`src/shared/dsd_map.vh`:
```
// constants for the dual sigma-delta mode decoder and output multiplexer
// assumes inclusion by bare name from the design files; definitions only
`ifndef DSD_MAP_VH
`define DSD_MAP_VH

// four decoded levels of a bootstrap pin, code is {low-phase, high-phase} sample
`define DSD_LVL_GND 2'h0
`define DSD_LVL_CLOCK 2'h1
`define DSD_LVL_INVERTED_CLOCK_LEVEL 2'h2
`define DSD_LVL_VCC 2'h3

// pin positions inside the four-pin vector
`define DSD_PIN_PREC 0
`define DSD_PIN_REF 1
`define DSD_PIN_OUT 2
`define DSD_PIN_MODE 3

// configuration vector layout
`define DSD_CFG_W 40
`define DSD_CFG_GAIN_LSB 0
`define DSD_CFG_PREC_BIT 2
`define DSD_CFG_REF_LSB 3
`define DSD_CFG_TEST_BIT 5
`define DSD_CFG_OUT_LSB 6
`define DSD_CFG_SWAP_BIT 8
`define DSD_CFG_RESET 40'h0000000000

// current-channel gain codes: 2, 4, 8, 16
`define DSD_GAIN_2 2'h0
`define DSD_GAIN_16 2'h3

// output multiplexer modes
`define DSD_OUT_MUXED 2'h0
`define DSD_OUT_CURR_A 2'h1
`define DSD_OUT_CURR_B 2'h2
`define DSD_OUT_SPLIT 2'h3

// register offsets (byte addresses)
`define DSD_REG_STATUS 4'h0
`define DSD_REG_CTRL 4'h4
`define DSD_REG_CFG_LO 4'h8
`define DSD_REG_CFG_HI 4'hC

// register fields
`define DSD_ST_SOFT 0
`define DSD_ST_RSVD 1
`define DSD_ST_VALID 2
`define DSD_ST_CAPT 3
`define DSD_ST_CODES_LSB 4
`define DSD_CTRL_OUTEN 0
`define DSD_CTRL_RECAP 1
`define DSD_CTRL_RESET 1'h1

`endif

```
`src/verilog/dsd_spare.v`:
```
// holds no logic; the block lives in dsd_mode_mux.v and dsd_pin_decode.v

```
`src/verilog/dsd_pin_decode.v`:
```
// four-level bootstrap pin decoder: gnd, vcc, clock, inverted clock
// assumes pins and extClk are synchronous to sys_clk and extClk is far slower
`timescale 1ns/1ps
`include "dsd_map.vh"

module dsd_pin_decode #(
  parameter NPINS = 4,
  parameter STABLE = 4,
  parameter CW = 3
) (
  // clock and reset
  input wire sys_clk,
  input wire srst,
  // sampled external clock and pins
  input wire extClk,
  input wire [NPINS-1:0] pinIn,
  // decoded codes and per-pin stability
  output reg [2*NPINS-1:0] pinCode,
  output reg [NPINS-1:0] pinValid
);

  reg clkD_r;
  reg [NPINS-1:0] pinD_r;
  reg [NPINS-1:0] hiSmp_r;
  reg [CW-1:0] cnt_r [0:NPINS-1];
  wire clkRise;
  wire clkFall;
  integer i;

  assign clkRise = extClk & ~clkD_r;
  assign clkFall = ~extClk & clkD_r;

  // samples taken one cycle before each edge, so a pin that follows the
  // clock is never caught mid-transition
  always @(posedge sys_clk)
  begin
    if (srst)
    begin
      clkD_r <= 1'b0;
      pinD_r <= {NPINS{1'b0}};
      hiSmp_r <= {NPINS{1'b0}};
      pinCode <= {2*NPINS{1'b0}};
      pinValid <= {NPINS{1'b0}};
      for (i = 0; i < NPINS; i = i + 1)
        cnt_r[i] <= {CW{1'b0}};
    end
    else
    begin
      clkD_r <= extClk;
      pinD_r <= pinIn;
      if (clkFall)
        hiSmp_r <= pinD_r;
      if (clkRise)
      begin
        for (i = 0; i < NPINS; i = i + 1)
        begin
          pinCode[2*i +: 2] <= {pinD_r[i], hiSmp_r[i]};
          // a code must repeat for STABLE+1 clock periods before it counts
          if (pinCode[2*i +: 2] != {pinD_r[i], hiSmp_r[i]})
          begin
            cnt_r[i] <= {CW{1'b0}};
            pinValid[i] <= 1'b0;
          end
          else if (cnt_r[i] != STABLE[CW-1:0])
            cnt_r[i] <= cnt_r[i] + {{(CW-1){1'b0}}, 1'b1};
          else
            pinValid[i] <= 1'b1;
        end
      end
    end
  end

endmodule // dsd_pin_decode

```
`src/verilog/dsd_mode_mux.v`:
```
// mode decoder, soft configuration port and output stream multiplexer
// assumes extClk, pins and modulator bits are synchronous to sys_clk
`timescale 1ns/1ps
`include "dsd_map.vh"

module dsd_mode_mux #(
  parameter STABLE = 4,
  parameter CFG_W = 40
) (
  // clock and reset
  input wire sys_clk,
  input wire srst,
  // external modulator clock
  input wire extClk,
  // bootstrap pins
  input wire precisionGainPin,
  input wire refCurvePin,
  input wire outputSelectPin,
  input wire modeSelectPin,
  // modulator comparator bits
  input wire voltModBit,
  input wire currModBit,
  // register port
  input wire [3:0] regAddr,
  input wire [31:0] regWdata,
  input wire regWr,
  input wire regRd,
  output reg [31:0] regRdata,
  // settings to the analog front end
  output reg lowPrecisionSetting,
  output reg [1:0] currGainSel,
  output reg [1:0] refCurveSel,
  output reg selfTestEn,
  output reg voltChanEn,
  output reg softModeActive,
  // output streams
  output reg primaryStreamOut,
  output reg secondaryStreamOut
);

  // one-hot mode states
  localparam [3:0] ST_WAIT = 4'h1;
  localparam [3:0] ST_HARD = 4'h2;
  localparam [3:0] ST_SOFT = 4'h4;
  localparam [3:0] ST_RSVD = 4'h8;

  reg [3:0] state_r;
  reg [3:0] state_nxt;
  reg [CFG_W-1:0] hardCfg_r;
  reg [CFG_W-1:0] softCfg_r;
  reg [CFG_W-1:0] shift_r;
  reg [5:0] bitCnt_r;
  reg sclD_r;
  reg enD_r;
  reg clkD_r;
  reg voltageBitstream_r;
  reg currentBitstream_r;
  reg outEn_r;
  reg captured_r;
  reg capture;
  reg [CFG_W-1:0] activeCfg;
  reg [1:0] outMode;
  reg primNxt;
  reg secNxt;
  wire [7:0] pinCode;
  wire [3:0] pinValid;
  wire [1:0] modeCode;
  wire modeValid;
  wire allValid;
  wire sclRise;
  wire enFall;
  wire recapReq;

  // decodes all four pins with one shared clock-edge tracker
  dsd_pin_decode #(
    .NPINS(4),
    .STABLE(STABLE),
    .CW(3)
  ) u_decode (
    .sys_clk(sys_clk),
    .srst(srst),
    .extClk(extClk),
    .pinIn({modeSelectPin, outputSelectPin, refCurvePin, precisionGainPin}),
    .pinCode(pinCode),
    .pinValid(pinValid)
  );

  assign modeCode = pinCode[2*`DSD_PIN_MODE +: 2];
  assign modeValid = pinValid[`DSD_PIN_MODE];
  assign allValid = &pinValid;
  assign recapReq = regWr & (regAddr == `DSD_REG_CTRL) & regWdata[`DSD_CTRL_RECAP];

  // packs the pin codes of hard mode into the configuration layout
  function [CFG_W-1:0] packHard;
    input [7:0] codes;
    reg [1:0] prec;
    reg [CFG_W-1:0] v;
    begin
      prec = codes[2*`DSD_PIN_PREC +: 2];
      v = `DSD_CFG_RESET;
      // gnd and vcc select gain 16, the two clock phases select gain 2
      if (prec == `DSD_LVL_GND || prec == `DSD_LVL_VCC)
        v[`DSD_CFG_GAIN_LSB +: 2] = `DSD_GAIN_16;
      else
        v[`DSD_CFG_GAIN_LSB +: 2] = `DSD_GAIN_2;
      v[`DSD_CFG_PREC_BIT] = (prec == `DSD_LVL_GND) | (prec == `DSD_LVL_CLOCK);
      v[`DSD_CFG_REF_LSB +: 2] = codes[2*`DSD_PIN_REF +: 2];
      v[`DSD_CFG_OUT_LSB +: 2] = codes[2*`DSD_PIN_OUT +: 2];
      v[`DSD_CFG_TEST_BIT] = (codes[2*`DSD_PIN_MODE +: 2] == `DSD_LVL_VCC);
      packHard = v;
    end
  endfunction

  // mode selection; the mode pin steers it, and leaving ST_WAIT also needs every pin valid
  always @*
  begin
    state_nxt = state_r;
    capture = 1'b0;
    case (state_r)
      ST_WAIT:
      begin
        // startup: wait until every bootstrap level has settled
        if (allValid)
        begin
          capture = 1'b1;
          if (modeCode == `DSD_LVL_CLOCK)
            state_nxt = ST_SOFT;
          else if (modeCode == `DSD_LVL_INVERTED_CLOCK_LEVEL)
            state_nxt = ST_RSVD;
          else
            state_nxt = ST_HARD;
        end
      end
      ST_HARD:
      begin
        if (modeValid && modeCode == `DSD_LVL_CLOCK)
          state_nxt = ST_SOFT;
        else if (modeValid && modeCode == `DSD_LVL_INVERTED_CLOCK_LEVEL)
          state_nxt = ST_RSVD;
        else if (recapReq && allValid)
          capture = 1'b1;
      end
      ST_SOFT, ST_RSVD:
      begin
        // back to hard mode takes a fresh snapshot of the pins
        if (modeValid && modeCode == `DSD_LVL_CLOCK)
          state_nxt = ST_SOFT;
        else if (modeValid && modeCode == `DSD_LVL_INVERTED_CLOCK_LEVEL)
          state_nxt = ST_RSVD;
        else if (modeValid)
          state_nxt = ST_WAIT;
      end
      default:
        state_nxt = ST_WAIT;
    endcase
  end

  // state and hard snapshot
  always @(posedge sys_clk)
  begin
    if (srst)
    begin
      state_r <= ST_WAIT;
      hardCfg_r <= `DSD_CFG_RESET;
      captured_r <= 1'b0;
    end
    else
    begin
      state_r <= state_nxt;
      if (capture)
      begin
        hardCfg_r <= packHard(pinCode);
        captured_r <= 1'b1;
      end
    end
  end

  assign sclRise = precisionGainPin & ~sclD_r;
  assign enFall = ~outputSelectPin & enD_r;

  // serial configuration port: precision pin clocks, reference pin carries
  // data msb first, output-select pin frames; the mode pin stays the clock
  always @(posedge sys_clk)
  begin
    if (srst)
    begin
      sclD_r <= 1'b0;
      enD_r <= 1'b0;
      shift_r <= `DSD_CFG_RESET;
      bitCnt_r <= 6'h00;
      softCfg_r <= `DSD_CFG_RESET;
    end
    else
    begin
      sclD_r <= precisionGainPin;
      enD_r <= outputSelectPin;
      if (state_r == ST_SOFT)
      begin
        if (outputSelectPin && sclRise)
        begin
          shift_r <= {shift_r[CFG_W-2:0], refCurvePin};
          // counts one past a full frame so an overlong frame never commits
          if (bitCnt_r != CFG_W[5:0] + 6'h01)
            bitCnt_r <= bitCnt_r + 6'h01;
        end
        // a short or long frame is dropped so old settings survive intact
        if (enFall)
        begin
          if (bitCnt_r == CFG_W[5:0])
            softCfg_r <= shift_r;
          bitCnt_r <= 6'h00;
        end
      end
      else
        bitCnt_r <= 6'h00;
    end
  end

  // active configuration, soft vector or hard snapshot
  always @*
  begin
    if (state_r == ST_SOFT)
      activeCfg = softCfg_r;
    else
      activeCfg = hardCfg_r;
    outMode = activeCfg[`DSD_CFG_OUT_LSB +: 2];
  end

  // resample modulator bits on the external clock rising edge; both
  // channels share the edge so their samples stay aligned
  always @(posedge sys_clk)
  begin
    if (srst)
    begin
      clkD_r <= 1'b0;
      voltageBitstream_r <= 1'b0;
      currentBitstream_r <= 1'b0;
    end
    else
    begin
      clkD_r <= extClk;
      if (extClk && !clkD_r)
      begin
        voltageBitstream_r <= voltModBit;
        currentBitstream_r <= currModBit;
      end
    end
  end

  // output multiplexer
  always @*
  begin
    case (outMode)
      `DSD_OUT_MUXED:
      begin
        // follows the sampled clock level, so it lags the pin by one cycle
        primNxt = clkD_r ? voltageBitstream_r : currentBitstream_r;
        secNxt = ~primNxt;
      end
      `DSD_OUT_SPLIT:
      begin
        primNxt = voltageBitstream_r;
        secNxt = currentBitstream_r;
      end
      default:
      begin
        primNxt = currentBitstream_r;
        secNxt = ~currentBitstream_r;
      end
    endcase
    // soft-only option swaps the two pins
    if (state_r == ST_SOFT && activeCfg[`DSD_CFG_SWAP_BIT])
    begin
      primNxt = primNxt ^ secNxt;
      secNxt = primNxt ^ secNxt;
      primNxt = primNxt ^ secNxt;
    end
  end

  // registered outputs; streams parked low unless output enable is set in hard or soft mode
  always @(posedge sys_clk)
  begin
    if (srst)
    begin
      primaryStreamOut <= 1'b0;
      secondaryStreamOut <= 1'b0;
      lowPrecisionSetting <= 1'b1;
      currGainSel <= `DSD_GAIN_2;
      refCurveSel <= 2'h0;
      selfTestEn <= 1'b0;
      voltChanEn <= 1'b0;
      softModeActive <= 1'b0;
    end
    else
    begin
      if (outEn_r && (state_r == ST_HARD || state_r == ST_SOFT))
      begin
        primaryStreamOut <= primNxt;
        secondaryStreamOut <= secNxt;
      end
      else
      begin
        primaryStreamOut <= 1'b0;
        secondaryStreamOut <= 1'b0;
      end
      lowPrecisionSetting <= activeCfg[`DSD_CFG_PREC_BIT];
      currGainSel <= activeCfg[`DSD_CFG_GAIN_LSB +: 2];
      refCurveSel <= activeCfg[`DSD_CFG_REF_LSB +: 2];
      selfTestEn <= activeCfg[`DSD_CFG_TEST_BIT];
      voltChanEn <= (outMode == `DSD_OUT_MUXED) | (outMode == `DSD_OUT_SPLIT);
      softModeActive <= (state_r == ST_SOFT);
    end
  end

  // register port: control write, one-cycle-late read data
  always @(posedge sys_clk)
  begin
    if (srst)
    begin
      outEn_r <= `DSD_CTRL_RESET;
      regRdata <= 32'h00000000;
    end
    else
    begin
      if (regWr && regAddr == `DSD_REG_CTRL)
        outEn_r <= regWdata[`DSD_CTRL_OUTEN];
      regRdata <= 32'h00000000;
      if (regRd)
      begin
        case (regAddr)
          `DSD_REG_STATUS:
          begin
            regRdata[`DSD_ST_SOFT] <= (state_r == ST_SOFT);
            regRdata[`DSD_ST_RSVD] <= (state_r == ST_RSVD);
            regRdata[`DSD_ST_VALID] <= allValid;
            regRdata[`DSD_ST_CAPT] <= captured_r;
            regRdata[`DSD_ST_CODES_LSB +: 8] <= pinCode;
          end
          `DSD_REG_CTRL:
            regRdata[`DSD_CTRL_OUTEN] <= outEn_r;
          `DSD_REG_CFG_LO:
            regRdata <= activeCfg[31:0];
          `DSD_REG_CFG_HI:
            regRdata[CFG_W-33:0] <= activeCfg[CFG_W-1:32];
          default:
            regRdata <= 32'h00000000;
        endcase
      end
    end
  end

endmodule // dsd_mode_mux

```
`config.mk`:
```
export PLATFORM = sky130hd
export DESIGN_NAME = dsd_mode_mux
export DESIGN_NICKNAME = d
export VERILOG_FILES = /design/src/verilog/dsd_spare.v /design/src/verilog/dsd_pin_decode.v /design/src/verilog/dsd_mode_mux.v
export VERILOG_INCLUDE_DIRS = /design/src /design/src/shared
export SDC_FILE = /design/constraint.sdc
export NUM_CORES = 1
export LEC_CHECK = 0
export BUFFER_PORTS_ARGS = -buffer_cell sky130_fd_sc_hd__buf_2
export CORE_MARGIN = 3
export CORE_UTILIZATION = 61
export CTS_BUF_LIST = sky130_fd_sc_hd__clkbuf_8
export CTS_CLUSTER_DIAMETER = 80
export DETAILED_ROUTE_END_ITERATION = 8
export PLACE_DENSITY = 0.86
export SKIP_CTS_REPAIR_TIMING = 1
export SYNTH_ARGS = -nofsm -noshare
export SYNTH_HDL_FRONTEND = slang
export SYNTH_SLANG_ARGS = --single-unit
```
`constraint.sdc`:
```
create_clock -name sys_clk -period 4.6 [get_ports sys_clk]
set_input_delay 1.15 -clock sys_clk [delete_from_list [all_inputs] [get_ports sys_clk]]
set_output_delay 1.15 -clock sys_clk [all_outputs]
set_load 0.01 [all_outputs]
```
After elaboration in Yosys (flattened, before gate mapping)
Memory sizes are Yosys's and may differ from the RTL's.
Cells that the tools add are included.
{"block": "totals", "register_bits": 167, "latchBits": 0, "out_inout_bits": 42, "ram_bits": 12, "n_memories": 1, "elab_cells": 200, "mem_bits_ro": 0}
{"name": "u_decode.cnt_r", "depth": 4, "width": 3, "read_ports": 4, "rd_clocked_by_memory_dff": 0, "wr": 4, "line": "dsd_pin_decode.v:25", "source": "reg [CW-1:0] cnt_r [0:NPINS-1];"}
{"block": "op_classes", "magnitude_cmp": 0, "multipliers": 0, "addsub": 5, "div_mod_pow": 0, "n_eq_ne": 30, "shifts": 0, "n_reduce_logical": 28, "muxes": 78, "bitwise_logic": 29}
{"cell": "$mux 1", "count": 53}
{"cell": "$mux 40", "count": 1}
{"cell": "$mux 4", "count": 8}
{"cell": "$mux 3", "count": 8}
{"cell": "$pmux 7 s3", "count": 1}
{"cell": "$ne 3x3->1 const B", "count": 5}
{"cell": "$add 3x1->3 const B", "count": 4}
{"cell": "$eq 4x4->1 const B", "count": 3}
{"cell": "$pmux 4 s3", "count": 1}
{"cell": "$reduce_and 2->1", "count": 6}
{"cell": "$not 1->1", "count": 10}
{"cell": "$or 1x1->1", "count": 10}
{"cell": "$eq 2x2->1 const B", "count": 4}
{"cell": "$eq 4x3->1 const B", "count": 2}
{"cell": "$logic_and 1x1->1", "count": 8}
{"cell": "$ne 2x1->1 const B", "count": 4}
{"cell": "$ne 2x2->1", "count": 4}
{"cell": "$pmux 4 s2", "count": 1}
{"cell": "$add 6x1->6 const B", "count": 1}
{"cell": "$and 1x1->1", "count": 6}
{"cell": "$eq 6x6->1 const B", "count": 1}
{"cell": "$ne 6x6->1 const B", "count": 1}
{"cell": "$pmux 1 s2", "count": 3}
{"cell": "$reduce_and 3->1", "count": 2}
{"cell": "16 further kinds", "count": 23}

Logic depth before layout (Yosys ltp)
Gate-level depths: netlist (run 1).
{"block": "depth", "word_depth": 8, "mapped_depth": 10, "mapped_depth_nobuf": 8}

Hierarchy
A second synthesis (run 1) with hierarchy kept.
{"block": "unflattened", "cells_unflattened": 812, "area_unflattened_um2": 7185.6}
{"module": "dsd_mode_mux", "seq_area_each_um2": 2922.8, "cells_each": 654, "n_inst": 1, "area_each_um2": 5626.6}
{"module": "dsd_pin_decode", "seq_area_each_um2": 780.7, "cells_each": 158, "n_inst": 1, "area_each_um2": 1559.0}

Worst setup path after synthesis (run 1)
Ideal clock, no wire load.
{"block": "synth_timing", "path_type": "input port to flip-flop", "startpoint": "input regAddr[3]", "endpoint": "register hardCfg_r[5]", "cell_stages": 6, "required_time_ps": 4494, "n_path_buf": 2, "arrival_time_ps": 2487, "setup_slack_ps": 2007, "path_cell_list": "buf_2 > or4b_1 > nor4b_4 > buf_4 > nand4_1 > o311ai_0"}
{"block": "synth_via", "elab_chain_cells": 8}
{"item": "from (decl)", "line": "dsd_mode_mux.v:24", "source": "input wire [3:0] regAddr,"}
{"item": "$eq 4x3->1"}
{"item": "$and 1x1->1 (2 in a row)", "line": "dsd_mode_mux.v:91", "source": "assign recapReq = regWr & (regAddr == `DSD_REG_CTRL) & regWdata[`DSD_CTRL_RECAP];"}
{"item": "$logic_and 1x1->1", "line": "dsd_mode_mux.v:140", "source": "else if (recapReq && allValid)"}
{"item": "$mux 1", "line": "dsd_mode_mux.v:140"}
{"item": "$mux 1", "line": "dsd_mode_mux.v:138", "source": "else if (modeValid && modeCode == `DSD_LVL_INVERTED_CLOCK_LEVEL)"}
{"item": "$mux 1", "line": "dsd_mode_mux.v:136", "source": "if (modeValid && modeCode == `DSD_LVL_CLOCK)"}
{"item": "$pmux 1 s2", "line": "dsd_mode_mux.v:119", "source": "case (state_r)"}
{"item": "to (signal assigned)", "line": "dsd_mode_mux.v:164", "source": "hardCfg_r <= `DSD_CFG_RESET;"}
{"item": "to (signal assigned)", "line": "dsd_mode_mux.v:172", "source": "hardCfg_r <= packHard(pinCode);"}
{"item": "to (decl)", "line": "dsd_mode_mux.v:49", "source": "reg [CFG_W-1:0] hardCfg_r;"}
Every way passes these cells.
A chain may end at the register's enable or synchronous reset.

Worst setup path after layout (run 1)
{"block": "layout_timing", "startpoint": "register state_r[3]", "endpoint": "register primaryStreamOut"}
{"block": "layout_via", "elab_chain_cells": 8}
{"item": "from (decl)", "line": "dsd_mode_mux.v:47", "source": "reg [3:0] state_r;"}
{"item": "from (signal assigned)", "line": "dsd_mode_mux.v:169", "source": "state_r <= state_nxt;"}
{"item": "$eq 4x3->1", "line": "dsd_mode_mux.v:222, dsd_mode_mux.v:272, dsd_mode_mux.v:296"}
{"item": "$mux 40", "line": "dsd_mode_mux.v:222", "source": "if (state_r == ST_SOFT)"}
{"item": "$eq 2x2->1 / $logic_not 2->1 (equally long branches)", "line": "dsd_mode_mux.v:253", "source": "case (outMode)"}
{"item": "$pmux 1 s2", "line": "dsd_mode_mux.v:253"}
{"item": "$xor 1x1->1", "line": "dsd_mode_mux.v:274", "source": "primNxt = primNxt ^ secNxt;"}
{"item": "$xor 1x1->1", "line": "dsd_mode_mux.v:275", "source": "secNxt = primNxt ^ secNxt;"}
{"item": "$xor 1x1->1", "line": "dsd_mode_mux.v:276", "source": "primNxt = primNxt ^ secNxt;"}
{"item": "$mux 1", "line": "dsd_mode_mux.v:272", "source": "if (state_r == ST_SOFT && activeCfg[`DSD_CFG_SWAP_BIT])"}
{"item": "to (signal assigned)", "line": "dsd_mode_mux.v:298", "source": "primaryStreamOut <= primNxt;"}
{"item": "to (decl)", "line": "dsd_mode_mux.v:37", "source": "output reg primaryStreamOut,"}
Parallel ways exist; a longest one is shown, timed or not.

==> impl_metrics.py, run 1 <==
metrics = {
    "global_routing": {
        "globalRouteOverflowTotal": 0,
        "grt_antenna_before_repair": 0,
        "maximum_number_of_pins_on_one_net_before_global_route_repair": 85,
        "global_route.usage.total_pct": 24.1,
        "number_of_global_route_vias_before_repair": 5373,
        "wire_length_of_the_first_global_routing_pass_um": 25000,
    },
    "logic_synthesis": {
        "yosys-top-cells-area": "sky130_fd_sc_hd__dfxtp_1 (47%), sky130_fd_sc_hd__nand2_1 (11%), sky130_fd_sc_hd__a21oi_1 (7.4%)",
        "post_synth_num_cell_types": 60,
        "synth.net_count": 870,
        "netlist.area_leader.share_pct": 46.5,
        "syn-cell-area_um2": 7060,
        "syn_avg_cell_area_um2": 8.77,
        "synth-async-reset-ratio_pct": 0,
        "ys_seq_area_share_pct": 51.6,
        "postSynthCellCount": 805,
        "synth.ff_latch_count": 176,
        "synth_edf_count": 12,
        "yosys_warnings": 0,
        "synth_top_flop_cell": "sky130_fd_sc_hd__dfxtp_1",
        "yosys.area.top_type": "sky130_fd_sc_hd__dfxtp_1",
    },
    "sta": {
        "final.period_utilization_pct": 57.7,
        "final_critical_period_ns": 2.66,
        "hold_viol_final": 0,
        "clock_skew_ns": 0.0148,
        "maxClockFrequency_ghz": 0.377,
        "max_slew_margin_pct": 45.8,
        "min_setup_slack_post_route_ns": 1.94,
        "finalSetupViolCount": 0,
        "totalNegativeSetupSlack_ns": 0,
        "final-max-slew-violation-count": 0,
        "rsz_0062_raised_after_global_routing": "false",
        "transition_time_at_the_pin_with_the_least_slew_margin_ns": 0.813,
    },
    "floorplan": {
        "die_area_um2": 12900,
        "floorplan.initialDensity_pct": 63.7,
        "pin_count": 89,
        "num_rows": 38,
        "core_um2": 11100,
        "die-width_um": 114,
        "die-height_um": 114,
    },
    "placed_design": {
        "post_placement_cell_count": 959,
        "place.detailed.hpwl_um": 9880,
        "portBuffers": 58,
        "place_ws_ns": 1.54,
        "gp_routability_congestion": 0.877,
    },
    "finish": {
        "finish.cell_count_without_fillers": 991,
        "ratio_of_cells_with_drive_above_1_in_the_final_layout_pct": 12.8,
        "area_growth_pct": 9.38,
        "mostFrequentLayoutCells": "sky130_fd_sc_hd__nand2_1 (203), sky130_fd_sc_hd__dfxtp_1 (164), sky130_fd_sc_hd__a21oi_1 (104), sky130_fd_sc_hd__buf_2 (57), sky130_fd_sc_hd__nor2_1 (43)",
        "finalNetCount": 903,
        "mostFrequentLayoutCell": "sky130_fd_sc_hd__nand2_1",
        "final_util_pct": 69.7,
        "insertedDiodeCount": 0,
    },
    "worst_hold_path": {
        "hold_class": "reg2reg",
        "timing.hold.worst_path_depth": 2,
    },
    "pwr": {
        "report.power.total_w": 0.00281,
        "cellPowerDensity_nw_per_um2": 364,
        "max-vdd-ir-drop_uv": 250,
        "static-leakage-power_nw": 2.88,
    },
    "job": {
        "maxCapViolations": 0,
    },
    "route": {
        "postRouteAntennaNets": 0,
        "drt_pass1_iterations": 6,
        "vias": 5645,
        "total_wire_length_after_detailed_routing_um": 14900,
        "route.detailed.drc": 0,
        "vias_per_cell": 5.70,
        "drtIter0Drc": 557,
        "drt-wirelength-per-cell_um": 15.1,
    },
    "clocking": {
        "cts_buffer_depth": 2,
        "clock_sinks": 176,
        "clk_pin_slew_ns": 0.08,
        "cts_htree_levels": 4,
        "cts_tree": "done",
        "cts_root_buf": "sky130_fd_sc_hd__clkbuf_8",
        "clock_latency_reported_for_the_late_side_of_the_worst_skew_pair_ns": 0.46,
        "tritoncts.num_buffers": 17,
    },
    "status": {
        "run_status": "completed",
    },
    "critical_path": {
        "criticalPathCategory": "reg2reg",
        "worstPathRequired_ns": 4.97,
        "timing.critical_path.arrival_ns": 3.03,
        "timing.critical_path.from_type": "flop",
        "reg2regPathDepth": 6,
        "setup.worst_path.end_class": "flop",
        "crit_fanout": 11,
    },
}
==> logic make-up after synthesis <==
group	after synthesis	synth area share, %
simple gates	336	22.0
flops	176	51.6
compound gates	160	13.4
buf+inv	82	5.42
xor+xnor	19	2.36
fa+ha+maj	18	3.19
mux	14	2.02
==> final timing paths <==
path                  from  slack (ns)          endpoint
max             state_r[3]        1.94  primaryStreamOut
min reg2reg  softCfg_r[31]        0.45     softCfg_r[31]
min          softCfg_r[31]        0.45     softCfg_r[31]
max reg2reg     state_r[3]        1.94  primaryStreamOut
==> flip-flops by register name, summed over array words and instances (netlist names), 2 cells and up <==
name	count
state_r	4
u_decode.pinD_r	4
u_decode.hiSmp_r	4
u_decode.pinValid	4
bitCnt_r	6
refCurveSel	2
hardCfg_r	7
u_decode.cnt_r	12
softCfg_r	40
shift_r	40
u_decode.pinCode	8
regRdata	32
currGainSel	2
==> synth_stat cells, types with 13 or more instances <==
| library cell | n |
|---|---|
| sky130_fd_sc_hd__xnor2_1 | 14 |
| sky130_fd_sc_hd__dfxtp_1 | 164 |
| sky130_fd_sc_hd__inv_1 | 28 |
| sky130_fd_sc_hd__nand2b_1 | 13 |
| sky130_fd_sc_hd__nor2_1 | 44 |
| sky130_fd_sc_hd__and2_1 | 21 |
| sky130_fd_sc_hd__clkbuf_1 | 28 |
| sky130_fd_sc_hd__a21oi_1 | 104 |
| sky130_fd_sc_hd__a31oi_1 | 13 |
| sky130_fd_sc_hd__nand2_1 | 203 |
| sky130_fd_sc_hd__ha_1 | 18 |
==> through the flow <==
stage | hold WS [ns] | instance area (µm²)
after floorplan | 0.426 | 7060
after global placement | 0.436 | 7330
after detailed placement | 0.442 | 7330
after CTS | 0.454 | 7720
after global routing | 0.469 | 7720
final | 0.451 | 7720
==> routing by layer <==
layer / track usage (%) / up-vias / wire length [µm]
met2: 40.8 / 172 / 7460
met1: 29.8 / 2692 / 6310
li1: - / 2751 / -
met3: 5.84 / 30 / 900
met5: 0 / - / 0
met4: 9.46 / 0 / 270
==> worst max-delay path, stage by stage (launching register included) <==
cell                       delay (ns)
sky130_fd_sc_hd__dfxtp_1         0.44
sky130_fd_sc_hd__or4b_1          0.75
sky130_fd_sc_hd__mux2_2          0.40
sky130_fd_sc_hd__ha_1            0.35
sky130_fd_sc_hd__nor3b_1         0.32
sky130_fd_sc_hd__a211oi_1        0.08
sky130_fd_sc_hd__a311oi_1        0.23
==> where the power goes <==
part / leakage (nW) / switching [W] / internal (W)
combinational: 1.22 / 0.000106 / 0.0000687
clock: 0.208 / 0.000549 / 0.000489
sequential: 1.45 / 0.0000358 / 0.00156
total: 2.88 / 0.000691 / 0.00212
==> area by class of cell <==
type	instances	area, µm²
inverters	29	109
clock inverters	11	103
fillers	830	3360
flip-flops and latches	176	3640
clock buffers	21	289
repair buffers	67	360
multi-input cells	547	3040
well taps	140	175
Power figures use the tool's default switching activity.
==> run 2: changes to the inputs <==
--- a/config.mk
+++ b/config.mk
@@ -8,11 +8,11 @@
 export LEC_CHECK = 0
 export BUFFER_PORTS_ARGS = -buffer_cell sky130_fd_sc_hd__buf_2
 export CORE_MARGIN = 3
-export CORE_UTILIZATION = 61
+export CORE_UTILIZATION = 60
 export CTS_BUF_LIST = sky130_fd_sc_hd__clkbuf_8
 export CTS_CLUSTER_DIAMETER = 80
 export DETAILED_ROUTE_END_ITERATION = 8
-export PLACE_DENSITY = 0.86
+export PLACE_DENSITY = 0.85
 export SKIP_CTS_REPAIR_TIMING = 1
 export SYNTH_ARGS = -nofsm -noshare
 export SYNTH_HDL_FRONTEND = slang
==> constraint.sdc (replaced) <==
create_clock -name sys_clk -period 2.5 [get_ports sys_clk]
set_input_delay 0.625 -clock sys_clk [delete_from_list [all_inputs] [get_ports sys_clk]]
set_output_delay 0.625 -clock sys_clk [all_outputs]
set_load 0.01 [all_outputs]
==> run 2 against run 1 <==
  * Register-to-register slack lost 1.8 ns
  * Sequential cell count is the same
  * Core utilization fell by 0.13 points
  * First-iteration DRC count decreased by 26%
  * Non-clock buffer count grew 11
  * Clock skew fell by 0.0069 ns
  * Final cell count is 1.1% higher
  * Cell area grew 0.66%
  * Sequential share of layout area down 0.31 points
  * Critical path depth is the same
  * Critical endpoint unchanged
==> impl_metrics.py, run 2 (synthesis gave the netlist of run 1 again) <==
metrics = {
    "status": {
        "run_status": "completed",
    },
    "route": {
        "drt-wirelength-per-cell_um": 15.4,
        "postRouteAntennaNets": 0,
        "vias_per_cell": 5.65,
        "total_wire_length_after_detailed_routing_um": 15400,
        "drt_pass1_iterations": 5,
        "drtIter0Drc": 413,
        "vias": 5657,
        "route.detailed.drc": 0,
    },
    "placed_design": {
        "gp_routability_congestion": 0.871,
        "place_ws_ns": 0.166,
        "placedInstanceArea_um2": 7410,
        "post_placement_cell_count": 970,
        "place.detailed.hpwl_um": 10400,
        "portBuffers": 58,
    },
    "finish": {
        "finish.cell_count_without_fillers": 1002,
        "mostFrequentLayoutCells": "sky130_fd_sc_hd__nand2_1 (203), sky130_fd_sc_hd__dfxtp_1 (164), sky130_fd_sc_hd__a21oi_1 (104), sky130_fd_sc_hd__buf_2 (57), sky130_fd_sc_hd__nor2_1 (43)",
        "area_growth_pct": 10.1,
        "post-route-cell-area_um2": 7770,
        "insertedDiodeCount": 0,
        "largestRegisters": "shift_r x40, softCfg_r x40, regRdata x32",
        "final_util_pct": 69.6,
        "finalNetCount": 914,
        "ratio_of_cells_with_drive_above_1_in_the_final_layout_pct": 14.0,
        "mostFrequentLayoutCell": "sky130_fd_sc_hd__nand2_1",
    },
    "sta": {
        "clock_skew_ns": 0.00787,
        "totalNegativeSetupSlack_ns": 0,
        "final-max-slew-violation-count": 0,
        "hold_viol_final": 0,
        "finalSetupViolCount": 0,
        "maxClockFrequency_ghz": 0.429,
        "transition_time_at_the_pin_with_the_least_slew_margin_ns": 0.641,
        "final.period_utilization_pct": 93.3,
        "min_setup_slack_post_route_ns": 0.169,
        "final_critical_period_ns": 2.33,
        "max_slew_margin_pct": 57.0,
        "rsz_0062_raised_after_global_routing": "false",
    },
    "critical_path": {
        "reg2reg_slack_ns": 0.17,
        "timing.critical_path.arrival_ns": 2.66,
        "criticalPathCategory": "reg2reg",
        "worstPathRequired_ns": 2.83,
        "reg2regPathDepth": 6,
        "timing.critical_path.from_type": "flop",
        "setup.worst_path.end_class": "flop",
        "crit_fanout": 9,
        "worst_path_largest_cell_delay_ns": 0.55,
        "cp_cell_sequence": "or4b_4, mux2_2, ha_1, o21a_1, a211oi_1, a311oi_1",
        "slowest_stage": "sky130_fd_sc_hd__or4b_4",
        "worst_r2r_endpoint": "primaryStreamOut",
        "reg2reg_from": "state_r[1]",
        "cp.buffers_inverters": 0,
        "cpLargestDelayFamily": "compound AO/OA/AOI/OAI gates",
    },
    "pwr": {
        "cellPowerDensity_nw_per_um2": 647,
        "static-leakage-power_nw": 2.91,
        "max-vdd-ir-drop_uv": 421,
    },
    "clocking": {
        "tritoncts.num_buffers": 17,
        "cts_tree": "done",
        "cts_htree_levels": 4,
        "cts_buffer_depth": 2,
        "cts_root_buf": "sky130_fd_sc_hd__clkbuf_8",
        "clock_sinks": 176,
        "clk_pin_slew_ns": 0.08,
        "clock_latency_reported_for_the_late_side_of_the_worst_skew_pair_ns": 0.46,
    },
    "floorplan": {
        "die-height_um": 114,
        "die_area_um2": 13100,
        "die-width_um": 114,
        "floorplan.initialDensity_pct": 63.2,
        "core_um2": 11200,
        "num_rows": 38,
        "pin_count": 89,
    },
    "global_routing": {
        "number_of_global_route_vias_before_repair": 5432,
        "wire_length_of_the_first_global_routing_pass_um": 25100,
        "global_route.usage.total_pct": 24.0,
        "global_route.usage.met1_pct": 30.6,
        "grt_busiest_layer": "met2",
        "maximum_number_of_pins_on_one_net_before_global_route_repair": 55,
        "met2_usage_pct": 39.7,
        "globalRouteOverflowTotal": 0,
        "grt.met3_usage_pct": 5.71,
        "grt_antenna_before_repair": 0,
    },
    "job": {
        "maxCapViolations": 0,
    },
    "worst_hold_path": {
        "hold_path_end": "u_decode.pinD_r[3]",
        "hold_class": "in2reg",
        "timing.hold.worst_path_depth": 2,
        "min-delay-start": "modeSelectPin",
    },
}
==> run 2: worst reg2reg max path: stages (launching register included) <==
cell and delay, ns:
sky130_fd_sc_hd__dfxtp_1 0.41, sky130_fd_sc_hd__or4b_4 0.55, sky130_fd_sc_hd__mux2_2 0.32, sky130_fd_sc_hd__ha_1 0.36, sky130_fd_sc_hd__o21a_1 0.22, sky130_fd_sc_hd__a211oi_1 0.26, sky130_fd_sc_hd__a311oi_1 0.08
==> run 2: worst max path at each step <==
stage | from | endpoint | slack, ns | cells past startpoint
finish | state_r[1] | primaryStreamOut | 0.17 | 6
global route | state_r[1] | primaryStreamOut | 0.02 | 8
CTS | state_r[1] | primaryStreamOut | 0.14 | 6
detailed placement | state_r[1] | primaryStreamOut | 0.17 | 6
global placement | state_r[1] | primaryStreamOut | 0.26 | 6
floorplan | state_r[0] | primaryStreamOut | 0.22 | 8
==> run 2: per-layer routing <==
metal / wire [µm] / up-vias
li1: - / 2779
met5: 0 / -
met1: 6730 / 2681
met2: 7500 / 172
met3: 889 / 25
met4: 273 / 0
==> run 2: stage by stage <==
stage / hold slack [ns] / power [W]
floorplan: 0.426 / 0.00324
global placement: 0.434 / 0.00332
detailed placement: 0.439 / 0.00335
CTS: 0.362 / 0.00505
global route: 0.366 / 0.00521
finish: 0.384 / 0.00503
==> run 2: final cells by class <==
type	count	area [µm²]
multi-input combinational	547	3050
clock buffer	19	262
sequential	176	3640
fill	860	3400
inverter	29	109
timing repair buffer	78	443
clock inverter	13	90.1
tap	140	175
==> run 2: report_power, final <==
part	switching, W	internal [W]	total (W)
combinational	0.000234	0.000142	0.000375
sequential	0.0000445	0.00288	0.00292
clock	0.000994	0.000739	0.00173
total	0.00127	0.00376	0.00503
==> run 3: changes to the inputs <==
--- a/config.mk
+++ b/config.mk
@@ -7,12 +7,13 @@
 export NUM_CORES = 1
 export LEC_CHECK = 0
 export BUFFER_PORTS_ARGS = -buffer_cell sky130_fd_sc_hd__buf_2
+export CORE_ASPECT_RATIO = 1.2
 export CORE_MARGIN = 3
 export CORE_UTILIZATION = 60
 export CTS_BUF_LIST = sky130_fd_sc_hd__clkbuf_8
 export CTS_CLUSTER_DIAMETER = 80
 export DETAILED_ROUTE_END_ITERATION = 8
-export PLACE_DENSITY = 0.85
+export PLACE_DENSITY = 0.82
 export SKIP_CTS_REPAIR_TIMING = 1
 export SYNTH_ARGS = -nofsm -noshare
 export SYNTH_HDL_FRONTEND = slang
==> run 3 against run 2 <==
  * Non-clock buffer count rose by 2
  * Clock skew up 0.00087 ns
  * Combinational power decreased by 5%
  * Total power is 9.0% higher
  * Cell area grew 1.6%
  * Largest cell class unchanged
  * Largest power group unchanged
==> impl_metrics.py, run 3 (synthesis gave the netlist of run 1 again) <==
metrics = {
    "clocking": {
        "tritoncts.num_buffers": 17,
        "cts_buffer_depth": 2,
        "clock_sinks": 176,
        "clock_latency_reported_for_the_late_side_of_the_worst_skew_pair_ns": 0.45,
        "clk_pin_slew_ns": 0.09,
        "cts_root_buf": "sky130_fd_sc_hd__clkbuf_8",
        "cts_tree": "done",
        "cts_htree_levels": 4,
    },
    "pwr": {
        "max-vdd-ir-drop_uv": 421,
        "share_comb_of_total_power_pct": 6.5,
        "p_sw_share_pct": 24.3,
        "static-leakage-power_nw": 2.96,
        "internal_power_w": 0.00415,
        "part_of_the_total_power_dissipated_in_the_clock_network_pct": 40.1,
        "power_switching_w": 0.00133,
        "p_seq_share_pct": 53.4,
        "cellPowerDensity_nw_per_um2": 695,
    },
    "route": {
        "vias_per_cell": 5.52,
        "drt_pass1_iterations": 5,
        "route.detailed.drc": 0,
        "vias": 5621,
        "postRouteAntennaNets": 0,
        "drtIter0Drc": 384,
        "total_wire_length_after_detailed_routing_um": 14900,
        "drt-wirelength-per-cell_um": 14.7,
    },
    "floorplan": {
        "pin_count": 89,
        "die-width_um": 105,
        "num_rows": 42,
        "die-height_um": 125,
        "floorplan.initialDensity_pct": 62.8,
        "die_area_um2": 13100,
        "core_um2": 11200,
    },
    "critical_path": {
        "worst_path_largest_cell_delay_ns": 0.53,
        "timing.critical_path.from_type": "flop",
        "reg2regPathDepth": 6,
        "timing.critical_path.arrival_ns": 2.67,
        "slowest_stage": "sky130_fd_sc_hd__or4b_1",
        "setup.worst_path.end_class": "flop",
        "worstPathRequired_ns": 2.86,
        "crit_fanout": 9,
        "cp_cell_sequence": "or4b_1, mux2_2, ha_1, nor3b_1, a211oi_1, a311oi_1",
        "criticalPathCategory": "reg2reg",
    },
    "sta": {
        "final_critical_period_ns": 2.31,
        "min_setup_slack_post_route_ns": 0.188,
        "maxClockFrequency_ghz": 0.433,
        "finalSetupViolCount": 0,
        "rsz_0062_raised_after_global_routing": "false",
        "max_slew_margin_pct": 56.5,
        "transition_time_at_the_pin_with_the_least_slew_margin_ns": 0.643,
        "hold_viol_final": 0,
        "timing.hold.ws_ns": 0.398,
        "totalNegativeSetupSlack_ns": 0,
        "final.period_utilization_pct": 92.5,
        "clock_skew_ns": 0.00874,
        "final-max-slew-violation-count": 0,
    },
    "worst_hold_path": {
        "hold_class": "in2reg",
        "timing.hold.worst_path_depth": 2,
    },
    "status": {
        "run_status": "completed",
    },
    "finish": {
        "ratio_of_cells_with_drive_above_1_in_the_final_layout_pct": 14.2,
        "final_util_pct": 70.2,
        "mostFrequentLayoutCell": "sky130_fd_sc_hd__nand2_1",
        "largestRegisters": "shift_r x40, softCfg_r x40, regRdata x32",
        "mostFrequentLayoutCells": "sky130_fd_sc_hd__nand2_1 (203), sky130_fd_sc_hd__dfxtp_1 (163), sky130_fd_sc_hd__a21oi_1 (104), sky130_fd_sc_hd__buf_2 (57), sky130_fd_sc_hd__nor2_1 (43)",
        "multiInputGateArea_um2": 3040,
        "area.sequential_um2": 3640,
        "num-fill-cells": 884,
        "finalNetCount": 916,
        "insertedDiodeCount": 0,
        "area_growth_pct": 11.9,
    },
    "job": {
        "maxCapViolations": 0,
    },
    "global_routing": {
        "number_of_global_route_vias_before_repair": 5491,
        "globalRouteOverflowTotal": 0,
        "grt_antenna_before_repair": 0,
        "wire_length_of_the_first_global_routing_pass_um": 25000,
        "global_route.usage.total_pct": 23.1,
        "maximum_number_of_pins_on_one_net_before_global_route_repair": 52,
    },
    "placed_design": {
        "portBuffers": 58,
        "gp_routability_congestion": 0.886,
        "place_ws_ns": 0.147,
        "place.detailed.hpwl_um": 9980,
    },
}
==> run 3: cell types whose count changed in the layout (fill, tap and decap cells not counted), moves of 2 or more <==
cell	change
sky130_fd_sc_hd__inv_6	+5
sky130_fd_sc_hd__bufinv_16	+4
sky130_fd_sc_hd__clkinv_2	-3
sky130_fd_sc_hd__clkinv_4	-3
sky130_fd_sc_hd__buf_4	+2
sky130_fd_sc_hd__clkbuf_8	-2
sky130_fd_sc_hd__inv_8	+2
==> run 3: power groups by stage <==
stage                     clock (W)  sequential (W)  combinational, W
after global routing        0.00234         0.00294          0.000391
after detailed placement          0         0.00299          0.000351
after floorplan                   0         0.00297          0.000269
final                       0.00220         0.00293          0.000356
after CTS                   0.00222         0.00293          0.000352
after global placement            0         0.00299          0.000335
==> run 3: area by class of cell <==
| class | instances | area share, % |
|---|---|---|
| Clock buffer | 17 | 2.96 |
| Sequential cell | 176 | 46.2 |
| Clock inverter | 15 | 2.76 |
| Timing Repair Buffer | 80 | 5.80 |
| Tap cell | 154 | 2.44 |
| Inverter | 29 | 1.38 |
| Multi-Input combinational cell | 547 | 38.5 |
==> run 3: final timing paths <==
path | startpoint | endpoint | slack, ns
worst min register to register | softCfg_r[31] | softCfg_r[31] | 0.45
worst max-delay path | state_r[1] | primaryStreamOut | 0.19
worst max register to register | state_r[1] | primaryStreamOut | 0.19
worst min-delay path | modeSelectPin | u_decode.pinD_r[3] | 0.40
==> run 3: metrics by stage <==
stage          area (µm²)  power [W]  cells
2_1_floorplan        7060    0.00324    805
3_3_place_gp         7440    0.00332    986
3_5_place_dp         7440    0.00334    986
4_1_cts              7900    0.00550   1018
5_1_grt              7900    0.00567   1018
6_report             7900    0.00548   1018
==> run 3: worst max-delay path: cells and delay by family (launching register included) <==
kind | cells | cell delay [ns]
AO/OA/AOI/OAI | 2 | 0.33
multiplexers | 1 | 0.34
flip-flops | 1 | 0.41
AND/OR/NAND/NOR | 2 | 0.80
adder cells (fa/ha/maj) | 1 | 0.35
==> run 3: per-layer routing <==
layer  vias to the layer above  share of wire [%]  track usage [%]
met5                         -                  0                0
li1                       2774                  -                -
met2                       167                 51             40.5
met1                      2653                 42             27.5
met3                        27                4.5             4.56
met4                         0                2.1             9.34
